## src/rtl/oag_cfg.svh

```systemverilog
// Address constants for the operand address generator.
// Assumes inclusion by the design files only.
`ifndef OAG_CFG_SVH
`define OAG_CFG_SVH

`define OAG_SADDR_BASE_HI   7'h7F
`define OAG_SADDR_WRAP_LIM  8'h20
`define OAG_SADDR_LO        16'hFE20
`define OAG_SADDR_HI        16'hFF1F
`define OAG_RAM_LAST        16'hFEFF
`define OAG_SFR_BASE        16'hFF00
`define OAG_SFR_HI_BYTE     8'hFF
`define OAG_SFR_GAP_LO      8'hD0
`define OAG_SFR_GAP_HI      8'hDF
`define OAG_PDIR0_ADDR      16'hFF20
`define OAG_PDIR0_RESET     8'hFF
`define OAG_OPC_LD_A_HLB    8'hAB
`define OAG_HSRAM_LO        16'hFB00
`define OAG_HSRAM_HI        16'hFEFF

`endif

```

## src/rtl/oag_pkg.sv

```systemverilog
// Types shared by the operand address generator files.
// Assumes the constants header is available on the include path.
package oag_pkg;

  typedef enum logic [3:0]
  {
    OAG_MODE_DIRECT,
    OAG_MODE_SHORT,
    OAG_MODE_SFR,
    OAG_MODE_IND_DE,
    OAG_MODE_IND_HL,
    OAG_MODE_BASED,
    OAG_MODE_IDX_B,
    OAG_MODE_IDX_C,
    OAG_MODE_STACK
  } oag_mode_t;

  typedef enum logic [1:0]
  {
    OAG_TGT_RAM,
    OAG_TGT_SFR,
    OAG_TGT_MEM,
    OAG_TGT_NONE
  } oag_tgt_t;

endpackage

```

## src/rtl/oag_calc_if.sv

```systemverilog
// Carrier between the request stage and the address calculator.
// Assumes both ends run on the same core clock.
`timescale 1ns/1ps
`default_nettype none

interface oag_calc_if;
  oag_pkg::oag_mode_t mode;
  logic [7:0]         imm8;
  logic [15:0]        imm16;
  logic [15:0]        hl;
  logic [15:0]        de;
  logic [7:0]         reg_b;
  logic [7:0]         reg_c;
  logic [15:0]        sp;
  logic               word;
  logic [15:0]        addr;
  oag_pkg::oag_tgt_t  tgt;
  logic               fault;

  modport req  (output mode, imm8, imm16, hl, de, reg_b, reg_c, sp, word,
                input addr, tgt, fault);
  modport calc (input mode, imm8, imm16, hl, de, reg_b, reg_c, sp, word,
                output addr, tgt, fault);
endinterface

`default_nettype wire

```

## src/rtl/oag_top.sv

```systemverilog
// Operand address generator: registers a request, forms the address,
// drives the internal bus and holds the first port's pin direction SFR.
// Assumes the core supplies register-bank pairs and a stable request.
//
// Operation
// RL1 - Direct mode passes the 16-bit immediate unchanged as the address.
// RL2 - Short direct mode reaches only the 256-byte window FE20H to FF1FH via an 8-bit field.
// RL3 - Short direct bit 8 is 0 for fields 20H to FFH and 1 for fields 00H to 1FH.
// RL4 - In that window FE20H-FEFFH selects RAM and FF00H-FF1FH selects SFRs.
// RL5 - The word form of short direct accepts only even addresses.
// RL6 - SFR mode selects FF00H-FFCFH or FFE0H-FFFFH, 240 bytes in all.
// RL7 - SFR word accesses are allowed only at even addresses.
// RL8 - Register indirect uses DE or HL of the selected bank over all memory.
// RL9 - Based mode adds a zero-extended 8-bit offset to HL, dropping carry.
// RL10 - Based indexed mode adds zero-extended B or C to HL, dropping carry.
// RL11 - Opcode 10101011 loads A from HL plus B.
// RL12 - Stack accesses go through the stack pointer for push, pop, call, return, interrupt.
// RL13 - Stack accesses reach only internal high-speed RAM.
// RL14 - The port 0 pin direction register answers at SFR address FF20H.
// RL15 - Short direct address is seven ones, derived bit 8, then the field.
// RL16 - SFR address is FFH above the 8-bit field.
`timescale 1ns/1ps
`default_nettype none
`include "oag_cfg.svh"

module oag_top
#(
  parameter int PDIR_W = 8   // Width of port 0 pin direction register
)
(
  input  wire logic               core_clk_in,      // Core clock
  input  wire logic               sys_rst_in,       // Sync reset, high
  input  wire logic               clk_en_in,        // Freezes state when low
  input  wire logic               req_in,           // Operand request pulse
  input  wire oag_pkg::oag_mode_t mode_in,          // Addressing mode
  input  wire logic               opc_valid_in,     // Opcode byte valid
  input  wire logic [7:0]         opcode_in,        // Opcode byte
  input  wire logic               word_in,          // 16-bit operand
  input  wire logic               write_in,         // Write access
  input  wire logic [7:0]         imm8_in,          // 8-bit field/offset
  input  wire logic [15:0]        full_address_immediate_in, // 16-bit immediate
  input  wire logic               bank_select_low_in,  // Bank select bit 0
  input  wire logic               bank_select_high_in, // Bank select bit 1
  input  wire logic [63:0]        bank_hl_in,       // HL of banks 0..3
  input  wire logic [63:0]        bank_de_in,       // DE of banks 0..3
  input  wire logic [63:0]        bank_bc_in,       // BC of banks 0..3
  input  wire logic [15:0]        sp_in,            // Stack pointer
  input  wire logic [7:0]         wdata_in,         // Write data
  output logic                    bus_valid_out,    // Address valid
  output logic [15:0]             bus_addr_out,     // Operand address
  output oag_pkg::oag_tgt_t       bus_tgt_out,      // Target area
  output logic                    bus_write_out,    // Write strobe
  output logic                    bus_word_out,     // Word access
  output logic                    fault_out,        // Illegal address
  output logic                    load_a_out,       // Load-A decode seen
  output logic [7:0]              sfr_rdata_out,    // Local SFR read data
  output logic                    sfr_hit_out,      // Local SFR hit
  output logic [PDIR_W-1:0]       port0_pin_direction_out // Pin directions
);

  // ------------------------------------------------------------
  // Bank selection
  // ------------------------------------------------------------
  logic [1:0]  bank_w;
  logic [15:0] hl_w;
  logic [15:0] de_w;
  logic [15:0] bc_w;

  assign bank_w = {bank_select_high_in, bank_select_low_in};

  always_comb
  begin
    hl_w = bank_hl_in[16*bank_w +: 16]; // RL8
    de_w = bank_de_in[16*bank_w +: 16]; // RL8
    bc_w = bank_bc_in[16*bank_w +: 16];
  end

  // ------------------------------------------------------------
  // Request register
  // ------------------------------------------------------------
  oag_pkg::oag_mode_t mode_q, mode_d;
  logic        valid_q, valid_d;
  logic        word_q, word_d;
  logic        write_q, write_d;
  logic        lda_q, lda_d;
  logic [7:0]  imm8_q, imm8_d;
  logic [15:0] imm16_q, imm16_d;
  logic [15:0] hl_q, hl_d;
  logic [15:0] de_q, de_d;
  logic [15:0] bc_q, bc_d;
  logic [15:0] sp_q, sp_d;
  logic [7:0]  wdata_q, wdata_d;
  logic        is_lda_w;

  // Single opcode byte implies based indexed with B, byte read into A
  assign is_lda_w = opc_valid_in && (opcode_in == `OAG_OPC_LD_A_HLB); // RL11

  always_comb
  begin
    valid_d = 1'b0;
    mode_d  = mode_q;
    word_d  = word_q;
    write_d = write_q;
    lda_d   = 1'b0;
    imm8_d  = imm8_q;
    imm16_d = imm16_q;
    hl_d    = hl_q;
    de_d    = de_q;
    bc_d    = bc_q;
    sp_d    = sp_q;
    wdata_d = wdata_q;
    if (req_in || is_lda_w)
    begin
      valid_d = 1'b1;
      mode_d  = is_lda_w ? oag_pkg::OAG_MODE_IDX_B : mode_in; // RL11
      word_d  = is_lda_w ? 1'b0 : word_in;
      write_d = is_lda_w ? 1'b0 : write_in;
      lda_d   = is_lda_w;
      imm8_d  = imm8_in;
      imm16_d = full_address_immediate_in;
      hl_d    = hl_w;
      de_d    = de_w;
      bc_d    = bc_w;
      sp_d    = sp_in; // RL12
      wdata_d = wdata_in;
    end
  end

  always_ff @(posedge core_clk_in)
  begin
    if (sys_rst_in)
    begin
      valid_q <= 1'b0;
      mode_q  <= oag_pkg::OAG_MODE_DIRECT;
      word_q  <= 1'b0;
      write_q <= 1'b0;
      lda_q   <= 1'b0;
      imm8_q  <= 8'h00;
      imm16_q <= 16'h0000;
      hl_q    <= 16'h0000;
      de_q    <= 16'h0000;
      bc_q    <= 16'h0000;
      sp_q    <= 16'h0000;
      wdata_q <= 8'h00;
    end
    else if (clk_en_in)
    begin
      valid_q <= valid_d;
      mode_q  <= mode_d;
      word_q  <= word_d;
      write_q <= write_d;
      lda_q   <= lda_d;
      imm8_q  <= imm8_d;
      imm16_q <= imm16_d;
      hl_q    <= hl_d;
      de_q    <= de_d;
      bc_q    <= bc_d;
      sp_q    <= sp_d;
      wdata_q <= wdata_d;
    end
  end

  // ------------------------------------------------------------
  // Address calculation
  // ------------------------------------------------------------
  oag_calc_if cif ();

  assign cif.mode  = mode_q;
  assign cif.imm8  = imm8_q;
  assign cif.imm16 = imm16_q;
  assign cif.hl    = hl_q;
  assign cif.de    = de_q;
  assign cif.reg_b = bc_q[15:8];
  assign cif.reg_c = bc_q[7:0];
  assign cif.sp    = sp_q;
  assign cif.word  = word_q;

  oag_calc u_calc
  (
    .c (cif.calc)
  );

  // ------------------------------------------------------------
  // Bus output register
  // ------------------------------------------------------------
  logic              ovalid_q, ovalid_d;
  logic [15:0]       oaddr_q, oaddr_d;
  oag_pkg::oag_tgt_t otgt_q, otgt_d;
  logic              owrite_q, owrite_d;
  logic              oword_q, oword_d;
  logic              ofault_q, ofault_d;
  logic              olda_q, olda_d;

  always_comb
  begin
    ovalid_d = valid_q && !cif.fault; // RL2
    oaddr_d  = oaddr_q;
    otgt_d   = otgt_q;
    owrite_d = 1'b0;
    oword_d  = oword_q;
    ofault_d = valid_q && cif.fault; // RL5
    olda_d   = valid_q && lda_q; // RL11
    if (valid_q)
    begin
      oaddr_d  = cif.addr;
      otgt_d   = cif.tgt; // RL4
      owrite_d = write_q && !cif.fault;
      oword_d  = word_q;
    end
  end

  always_ff @(posedge core_clk_in)
  begin
    if (sys_rst_in)
    begin
      ovalid_q <= 1'b0;
      oaddr_q  <= 16'h0000;
      otgt_q   <= oag_pkg::OAG_TGT_NONE;
      owrite_q <= 1'b0;
      oword_q  <= 1'b0;
      ofault_q <= 1'b0;
      olda_q   <= 1'b0;
    end
    else if (clk_en_in)
    begin
      ovalid_q <= ovalid_d;
      oaddr_q  <= oaddr_d;
      otgt_q   <= otgt_d;
      owrite_q <= owrite_d;
      oword_q  <= oword_d;
      ofault_q <= ofault_d;
      olda_q   <= olda_d;
    end
  end

  // ------------------------------------------------------------
  // Port 0 pin direction register
  // ------------------------------------------------------------
  logic [PDIR_W-1:0] pdir_q, pdir_d;
  logic              pdir_hit_w;

  // Byte and word accesses both hit; a word at FF20H would also touch FF21H elsewhere
  assign pdir_hit_w = valid_q && !cif.fault && (cif.addr == `OAG_PDIR0_ADDR); // RL14

  always_comb
  begin
    pdir_d = pdir_q;
    if (pdir_hit_w && write_q)
      pdir_d = wdata_q[PDIR_W-1:0]; // RL14
  end

  always_ff @(posedge core_clk_in)
  begin
    if (sys_rst_in)
      pdir_q <= PDIR_W'(`OAG_PDIR0_RESET);
    else if (clk_en_in)
      pdir_q <= pdir_d;
  end

  // ------------------------------------------------------------
  // Local SFR read return
  // ------------------------------------------------------------
  // Unmatched reads return zero so several returns can be ORed
  logic        shit_q, shit_d;
  logic [7:0]  srd_q, srd_d;

  always_comb
  begin
    shit_d = pdir_hit_w && !write_q;
    srd_d  = shit_d ? 8'(pdir_q) : 8'h00;
  end

  always_ff @(posedge core_clk_in)
  begin
    if (sys_rst_in)
    begin
      shit_q <= 1'b0;
      srd_q  <= 8'h00;
    end
    else if (clk_en_in)
    begin
      shit_q <= shit_d;
      srd_q  <= srd_d;
    end
  end

  // ------------------------------------------------------------
  // Outputs
  // ------------------------------------------------------------
  // Every output comes straight from a flop, no glitches on the bus
  assign bus_valid_out           = ovalid_q;
  assign bus_addr_out            = oaddr_q;
  assign bus_tgt_out             = otgt_q;
  assign bus_write_out           = owrite_q;
  assign bus_word_out            = oword_q;
  assign fault_out               = ofault_q;
  assign load_a_out              = olda_q;
  assign sfr_rdata_out           = srd_q;
  assign sfr_hit_out             = shit_q;
  assign port0_pin_direction_out = pdir_q;

endmodule

`default_nettype wire

```

## src/rtl/oag_calc.sv

```systemverilog
// Combinational effective-address calculator for all operand modes.
// Assumes inputs are stable registered values from the top module.
`timescale 1ns/1ps
`default_nettype none
`include "oag_cfg.svh"

module oag_calc
(
  oag_calc_if.calc c   // Request and result
);

  logic [15:0] addr_w;
  logic        bit8_w;

  always_comb
  begin
    bit8_w = (c.imm8 < `OAG_SADDR_WRAP_LIM); // RL3
    addr_w = c.imm16;
    case (c.mode)
      oag_pkg::OAG_MODE_DIRECT: addr_w = c.imm16; // RL1
      oag_pkg::OAG_MODE_SHORT:  addr_w = {`OAG_SADDR_BASE_HI, bit8_w, c.imm8}; // RL15
      oag_pkg::OAG_MODE_SFR:    addr_w = {`OAG_SFR_HI_BYTE, c.imm8}; // RL16
      oag_pkg::OAG_MODE_IND_DE: addr_w = c.de; // RL8
      oag_pkg::OAG_MODE_IND_HL: addr_w = c.hl; // RL8
      oag_pkg::OAG_MODE_BASED:  addr_w = c.hl + {8'h00, c.imm8}; // RL9
      oag_pkg::OAG_MODE_IDX_B:  addr_w = c.hl + {8'h00, c.reg_b}; // RL10
      oag_pkg::OAG_MODE_IDX_C:  addr_w = c.hl + {8'h00, c.reg_c}; // RL10
      oag_pkg::OAG_MODE_STACK:  addr_w = c.sp; // RL12
      default:                  addr_w = c.imm16;
    endcase
  end

  always_comb
  begin
    c.addr  = addr_w;
    c.fault = 1'b0;
    c.tgt   = oag_pkg::OAG_TGT_MEM;
    case (c.mode)
      oag_pkg::OAG_MODE_SHORT:
      begin
        // Window stays FE20..FF1F by construction of bit 8
        if (addr_w <= `OAG_RAM_LAST) c.tgt = oag_pkg::OAG_TGT_RAM; // RL4
        else c.tgt = oag_pkg::OAG_TGT_SFR; // RL4
        if (c.word && addr_w[0]) c.fault = 1'b1; // RL5
      end
      oag_pkg::OAG_MODE_SFR:
      begin
        c.tgt = oag_pkg::OAG_TGT_SFR;
        if (c.imm8 >= `OAG_SFR_GAP_LO && c.imm8 <= `OAG_SFR_GAP_HI)
          c.fault = 1'b1; // RL6
        if (c.word && addr_w[0]) c.fault = 1'b1; // RL7
      end
      oag_pkg::OAG_MODE_STACK:
      begin
        c.tgt = oag_pkg::OAG_TGT_RAM;
        if (addr_w < `OAG_HSRAM_LO || addr_w > `OAG_HSRAM_HI)
          c.fault = 1'b1; // RL13
      end
      default: c.tgt = oag_pkg::OAG_TGT_MEM;
    endcase
    if (c.fault) c.tgt = oag_pkg::OAG_TGT_NONE;
  end

endmodule

`default_nettype wire

```

## config.mk

```make
export PLATFORM = sky130hd
export DESIGN_NAME = oag_top
export DESIGN_NICKNAME = d
export VERILOG_FILES = /design/src/rtl/oag_pkg.sv /design/src/rtl/oag_calc_if.sv /design/src/rtl/oag_top.sv /design/src/rtl/oag_calc.sv
export VERILOG_INCLUDE_DIRS = /design/src /design/src/rtl
export SDC_FILE = /design/constraint.sdc
export NUM_CORES = 1
export LEC_CHECK = 0
export BUFFER_PORTS_ARGS = -buffer_cell sky130_fd_sc_hd__clkbuf_2
export CORE_UTILIZATION = 35
export CTS_BUF_LIST = sky130_fd_sc_hd__clkbuf_4 sky130_fd_sc_hd__clkbuf_8
export DETAILED_ROUTE_END_ITERATION = 7
export SLEW_MARGIN = 10
export SYNTH_ARGS = -nofsm -noshare
export SYNTH_HDL_FRONTEND = slang
export SYNTH_SLANG_ARGS = --single-unit
```

## constraint.sdc

```tcl
create_clock -name core_clk_in -period 5.8 [get_ports core_clk_in]
set_clock_uncertainty 0.2 [all_clocks]
set_input_delay 0.29 -clock core_clk_in [delete_from_list [all_inputs] [get_ports core_clk_in]]
set_output_delay 0.29 -clock core_clk_in [all_outputs]
set_load 0.01 [all_outputs]
```

==> results.py, run 1 <==
metrics = {
    "synth": {
        "syn_avg_cell_area_um2": 8.394,
        "netlist_area_um2": 7890,
        "async_flop_share": 0,
        "synthCells": 940,
        "synth_top_area_share": 0.3654,
        "ys_seq_area_frac": 0.3654,
        "yosysTopAreaCell": "dfxtp_1",
        "ys_types": 66,
        "syn_nets": 1211,
        "ys_seq_elements": 144,
        "synth.most_common_cell": "nand2_1",
        "ys_top_cells_by_count": "nand2_1 (241), dfxtp_1 (144), a21oi_1 (137), clkbuf_1 (56), nor2_1 (50)",
        "synth_area_leaders": "dfxtp_1 (37%), mux4_2 (14%), nand2_1 (11%)",
        "yosysWarnings": 0,
        "synthFlopType": "dfxtp_1",
        "synth_edf_count": 0,
    },
    "critical_path": {
        "critPathCaptureType": "flop",
        "cp.arrival_ns": 5.04,
        "reg2reg_depth": 13,
        "reg2reg_from": "cif.mode[2]",
        "path_class": "reg2reg",
        "critPathLaunchType": "flop",
        "worstPathMaxFanout": 16,
        "cp.required_ns": 6.00,
        "startpoint": "cif.mode[2]",
    },
    "worst_hold_path": {
        "holdPathStages": 3,
        "min_path_type": "in2reg",
        "hold_path.startpoint": "clk_en_in",
    },
    "floorplan": {
        "io_pins": 301,
        "initial_utilization": 0.3593,
        "die_w_um": 152.1,
        "die_area_um2": 23150,
        "core_area_um2": 21960,
        "fp.dieH_um": 152.1,
        "row_count": 54,
    },
    "layout": {
        "seqCellArea_um2": 2883,
        "final_cell_area_um2": 10480,
        "syn_to_final_growth_pct": 32.84,
        "multi_input_area_um2": 4700,
        "fin_nets": 1518,
        "layout-drive-gt1-share": 0.3190,
        "fill_cells": 2223,
    },
    "timing": {
        "drv_slew": 0,
        "hold_violations": 0,
        "setup_tns_ns": 0,
        "post-route-min-period_ns": 4.846,
        "fin_crit_sh": 0.8355,
        "worstMarginPinSlew_ns": 1.183,
        "maxSlewHeadroom": 0.2111,
        "fmax_mhz": 206.4,
        "rsz0062_at_grt": "false",
        "hold_slack_ns": 0.07431,
        "finalSetupViolations": 0,
    },
    "clock_network": {
        "cts_root_buf": "clkbuf_8",
        "cts.sink_count": 144,
        "clkLatencyLatePin_ns": 0.45,
        "cts_tree": "built",
        "path_clk_slew_ns": 0.09,
        "numCtsBuffers": 17,
        "ctsResizeCount": 0,
        "htreeDepth": 4,
        "clockBufferDepth": 2,
    },
    "power_and_ir_drop": {
        "design_power_total_uw": 2350,
        "pwr-share-comb": 0.195,
        "p_int_uw": 1649,
        "switching_share": 0.2983,
        "p_clk_frac": 0.351,
        "p_switching_uw": 701.2,
        "seqPwrFrac": 0.454,
        "irDropWorstVdd_uv": 102.3,
        "powerDensity_nw_per_um2": 224.2,
        "leakage_uw": 0.004358,
    },
    "grt": {
        "globalRouteOverflowTotal": 0,
        "grt_usage": 0.2377,
        "grt_max_degree": 103,
        "grt_pass1_vias": 8044,
        "antenna_found_initial": 1,
        "grt_first_pass_wirelength_mm": 42.96,
    },
    "place": {
        "place_congestion": 0.9339,
        "hpwlAfterDp_mm": 20.51,
        "port_buffers": 300,
        "postPlaceCellArea_um2": 9533,
    },
    "run_status": {
        "outcome": "finished, violations left",
        "violations": "DRC",
    },
    "route": {
        "initialDrtViolationCount": 584,
        "num_vias": 8105,
        "wire_per_inst_um": 17.61,
        "drc": 20,
        "first_pass_iters": 7,
        "antenna_left": 0,
        "viasPerCell": 5.260,
        "wl_mm": 27.14,
    },
    "job": {
        "drv_cap": 0,
    },
}
==> per-layer routing <==
layer / global-route usage / part of all wire
met5: 0 / 0
met4: 0.07386 / 0.020
met3: 0.05347 / 0.061
met2: 0.4281 / 0.50
met1: 0.2794 / 0.41
==> cell families (layout without fill, tap and decap cells) <==
kind of cell               Yosys count  count (layout)  synth area share
DFF                                144             144            0.3654
AOI/OAI and AO/OA                  259             259            0.2025
buffers and inverters               83             403           0.04218
adders and majority gates           10              10           0.01681
other                                0               1                 0
xor gates and xnor gates            11              11           0.01221
and+or+nand+nor                    373             373            0.2087
muxes                               60              60            0.1522
==> stage by stage <==
stage / std cells / setup slack [ns] / utilization
floorplan: 940 / 1.150 / -
global placement: 1454 / 1.093 / 0.4341
detailed placement: 1454 / 1.043 / 0.4341
CTS: 1540 / 1.018 / 0.4772
global route: 1540 / 0.6050 / 0.4772
finish: 1541 / 0.9544 / 0.4773
==> state kept, by name (all words and copies together) (netlist names), 2 cells and up <==
| signal | flops |
|---|---|
| bc_q | 16 |
| cif.hl | 16 |
| wdata_q | 8 |
| cif.mode | 4 |
| cif.imm8 | 8 |
| sfr_rdata_out | 8 |
| bus_tgt_out | 2 |
| port0_pin_direction_out | 8 |
| bus_addr_out | 16 |
| cif.de | 16 |
| cif.imm16 | 16 |
| cif.sp | 16 |
==> power groups by stage <==
stage / Combinational [uW] / Clock [uW] / Sequential, uW
after floorplan: 264 / 0 / 1070
after detailed placement: 429 / 0 / 1090
after global placement: 425 / 0 / 1090
after CTS: 459 / 841 / 1070
final: 458 / 824 / 1070
after global routing: 506 / 889 / 1070
==> final timing paths <==
| kind | to | slack (ns) |
|---|---|---|
| hold / removal | load_a_out | 0.07 |
| setup / recovery | port0_pin_direction_out[7] | 0.95 |
| setup reg to reg | port0_pin_direction_out[7] | 0.95 |
| hold reg to reg | bus_word_out | 0.25 |
==> worst max-delay path, stage by stage, from the launching register on <==
cell,delay [ns]
dfxtp_1,0.32
nor2b_1,0.34
nand2_1,0.36
o21ai_0,0.38
ha_1,0.31
and2_1,0.15
a221oi_1,0.50
nand2_1,0.18
xor2_1,0.20
a21oi_1,0.11
or4b_4,0.59
nor4_2,0.59
and2_1,0.40
a211o_1,0.17
==> layout make-up <==
cell class                      instances  area share
Clock inverter                         15     0.01635
Clock buffer                           17     0.02232
Sequential cell                       144      0.2750
Inverter                                9    0.003223
Timing Repair Buffer                  362      0.2010
Multi-Input combinational cell        713      0.4484
Antenna cell                            1   0.0002387
Tap cell                              280     0.03342
==> placed cells by master, fill, tap and decap left out, types with 8 or more instances in the layout <==
| cell | synthesis | final |
|---|---|---|
| ha_1 | 9 | 9 |
| nand3_1 | 15 | 15 |
| a22o_1 | 8 | 8 |
| nor3_1 | 9 | 9 |
| a211oi_1 | 8 | 8 |
| clkbuf_8 | 0 | 17 |
| nand2b_1 | 8 | 8 |
| dfxtp_1 | 144 | 144 |
| mux4_2 | 48 | 48 |
| nand2_1 | 241 | 241 |
| buf_4 | 0 | 10 |
| a21boi_0 | 9 | 9 |
| mux2i_1 | 12 | 12 |
| a211o_1 | 10 | 10 |
| a21oi_1 | 137 | 137 |
| clkbuf_2 | 0 | 298 |
| nor2_1 | 50 | 50 |
| o21ai_0 | 29 | 28 |
| inv_1 | 8 | 8 |
| dlygate4sd3_1 | 0 | 54 |
==> repair_timing <==
action | CTS | global route
setup buffers | 0 | 0
hold buffers | 54 | 0
endpoints found under the hold margin | 54 | 0
No activity file was read; power rests on OpenSTA's default activity.
==> inputs of run 2 (changes only) <==
Settings changed: ABC_AREA set to 1.
Clock period 5.8 ns to 5 ns, I/O delays scaled along.
==> run 2 against run 1 <==
  * First-iteration DRC count up 39%
  * Count of clock-buffer cells in the layout up 3
  * Synthesized cell count up 35%
  * Area after synthesis up 2.9%
  * Die area up 2.8%
  * Flip-flop and latch count unchanged
  * Cell count up 26%
  * Fmax up 17%
  * Largest power group unchanged
  * Global-route usage up 2.6 points
  * The flow now finishes without violations
  * Highest routed layer unchanged
  * Combinational power up 42%
  * Critical endpoint is now port0_pin_direction_out[6]
==> results.py, run 2 <==
metrics = {
    "run_status": {
        "outcome": "finished clean",
    },
    "timing": {
        "drv_slew": 0,
        "maxSlewHeadroom": 0.2567,
        "rsz0062_at_grt": "false",
        "post-route-min-period_ns": 4.140,
        "setup_tns_ns": 0,
        "fmax_mhz": 241.6,
        "worstMarginPinSlew_ns": 1.108,
        "fin_crit_sh": 0.8280,
        "hold_violations": 0,
        "hold_slack_ns": 0.04352,
        "finalSetupViolations": 0,
    },
    "clock_network": {
        "post-cts-setup-buffers": 0,
        "htreeDepth": 4,
        "ctsHoldBuffers": 130,
        "cts_tree": "built",
        "cts_root_buf": "clkbuf_8",
        "cts.sink_count": 144,
        "clkLatencyLatePin_ns": 0.45,
        "ctsResizeCount": 0,
        "numCtsBuffers": 17,
        "path_clk_slew_ns": 0.09,
        "clockBufferDepth": 2,
    },
    "critical_path": {
        "critPathCaptureType": "flop",
        "cp.required_ns": 5.10,
        "cp.arrival_ns": 4.24,
        "crit_chain": "inv_1, o21ai_0, nand3_1, ha_1, fa_1, nand3_1, nand3_1, nand2_1, nand2_1, nand2_1, nand3_1, nand3_1, nand2_1, nor2_1, nand2_1, nand2_1, nand3_2, nand2_1, nand2_2, nor2_4, nand2_4, nand2_1, nand3_1",
        "worstPathMaxFanout": 12,
        "cp_common_cell": "nand2_1",
        "max_stage_delay_ns": 0.51,
        "timing.critical_path.buf_inv": 1,
        "critPathTopFamily": "simple AND/OR/NAND/NOR gates",
        "path_class": "reg2reg",
        "slowest_stage": "dfxtp_1",
        "critPathLaunchType": "flop",
    },
    "power_and_ir_drop": {
        "powerDensity_nw_per_um2": 246.7,
        "leakage_uw": 0.005189,
        "design_power_total_uw": 2807,
        "irDropWorstVdd_uv": 175.9,
    },
    "grt": {
        "grt_usage": 0.2642,
        "globalRouteOverflowTotal": 0,
        "grt_pass1_vias": 9346,
        "grt_max_degree": 101,
        "grt_first_pass_wirelength_mm": 49.31,
        "antenna_found_initial": 0,
    },
    "floorplan": {
        "io_pins": 301,
        "die_area_um2": 23800,
        "row_count": 55,
        "initial_utilization": 0.3574,
        "die_w_um": 154.3,
        "core_area_um2": 22710,
        "fp.dieH_um": 154.3,
    },
    "place": {
        "port_buffers": 300,
        "postPlaceCellArea_um2": 9701,
        "hpwlAfterDp_mm": 23.18,
        "place_congestion": 0.9406,
    },
    "route": {
        "initialDrtViolationCount": 813,
        "first_pass_iters": 5,
        "wl_mm": 31.37,
        "viasPerCell": 5.121,
        "antenna_left": 0,
        "drc": 0,
        "wire_per_inst_um": 16.16,
        "num_vias": 9939,
    },
    "synth": {
        "ys_seq_area_frac": 0.3552,
        "ys_seq_elements": 144,
        "synth.most_common_cell": "nor2_1",
        "syn_avg_cell_area_um2": 6.410,
        "syn_nets": 1537,
        "ys_types": 40,
        "synth_area_leaders": "dfxtp_1 (36%), o21ai_0 (14%), nor2_1 (13%)",
        "synth_edf_count": 0,
        "ys_top_cells_by_count": "nor2_1 (281), o21ai_0 (224), nand2_1 (182), dfxtp_1 (144), a21oi_1 (73)",
        "synth_top_area_share": 0.3552,
        "synthCells": 1266,
        "yosysWarnings": 0,
        "netlist_area_um2": 8115,
        "yosysTopAreaCell": "dfxtp_1",
        "synthFlopType": "dfxtp_1",
        "async_flop_share": 0,
    },
    "job": {
        "drv_cap": 0,
    },
    "layout": {
        "mostFrequentLayoutCells": "clkbuf_2 (300), nor2_1 (280), o21ai_0 (224)",
        "layout-drive-gt1-share": 0.2319,
        "final_cell_area_um2": 11380,
        "final_common_cell": "clkbuf_2",
        "syn_to_final_growth_pct": 40.23,
        "diodes": 0,
        "fin_nets": 1914,
    },
    "worst_hold_path": {
        "min_path_type": "in2reg",
    },
}
[run 2: routing by layer]
layer	global-route usage	wire, um
met2	0.4435	14850
met4	0.08204	697
met1	0.3503	14400
met5	0	0
met3	0.03699	1413
[run 2: power by group]
| group | internal, uW | switching, uW | total [uW] |
|---|---|---|---|
| clock | 425 | 471 | 897 |
| sequential | 1210 | 51.1 | 1260 |
| combinational | 285 | 365 | 650 |
[run 2: per-stage QoR]
| step | cells | util | setup WS [ns] |
|---|---|---|---|
| 3_5_place_dp | 1779 | 0.4272 | 1.003 |
| 5_1_grt | 1941 | 0.5011 | 0.4462 |
| 2_1_floorplan | 1266 | - | 1.734 |
| 3_3_place_gp | 1779 | 0.4272 | 1.089 |
| 6_report | 1941 | 0.5011 | 0.8602 |
| 4_1_cts | 1941 | 0.5011 | 0.9909 |
[run 2: cells by family (layout without fill, tap and decap cells)]
logic type                 count (synthesis)  count (layout)  synth area share
AOI/OAI and AO/OA                        369             369            0.2442
xor gates and xnor gates                   1               1          0.001079
adders and majority gates                 10              10           0.01634
buffers and inverters                    156             546           0.07801
DFF                                      144             144            0.3552
and+or+nand+nor                          586             586            0.3051
[run 2: worst min-delay path, stage by stage]
cell      delay [ns]
clkbuf_2        0.08
o21ai_0         0.17
a21oi_1         0.16
[run 2: cell type report]
| type | count | area [um^2] |
|---|---|---|
| Tap cell | 285 | 356.6 |
| Clock inverter | 12 | 108.9 |
| Inverter | 76 | 292.8 |
| Sequential cell | 144 | 2883 |
| Clock buffer | 20 | 269.0 |
| Timing Repair Buffer | 438 | 2863 |
| Multi-Input combinational cell | 966 | 4607 |
| Fill cell | 2375 | 11330 |
[run 2: worst paths after layout]
kind                                  start                          to  slack (ns)  cells after the start
worst min register to register    cif.de[6]                   cif.de[6]        0.25                      2
worst max register to register  cif.mode[1]  port0_pin_direction_out[6]        0.86                     23
worst min-delay path             imm8_in[5]                 cif.imm8[5]        0.04                      3
worst max-delay path            cif.mode[1]  port0_pin_direction_out[6]        0.86                     23
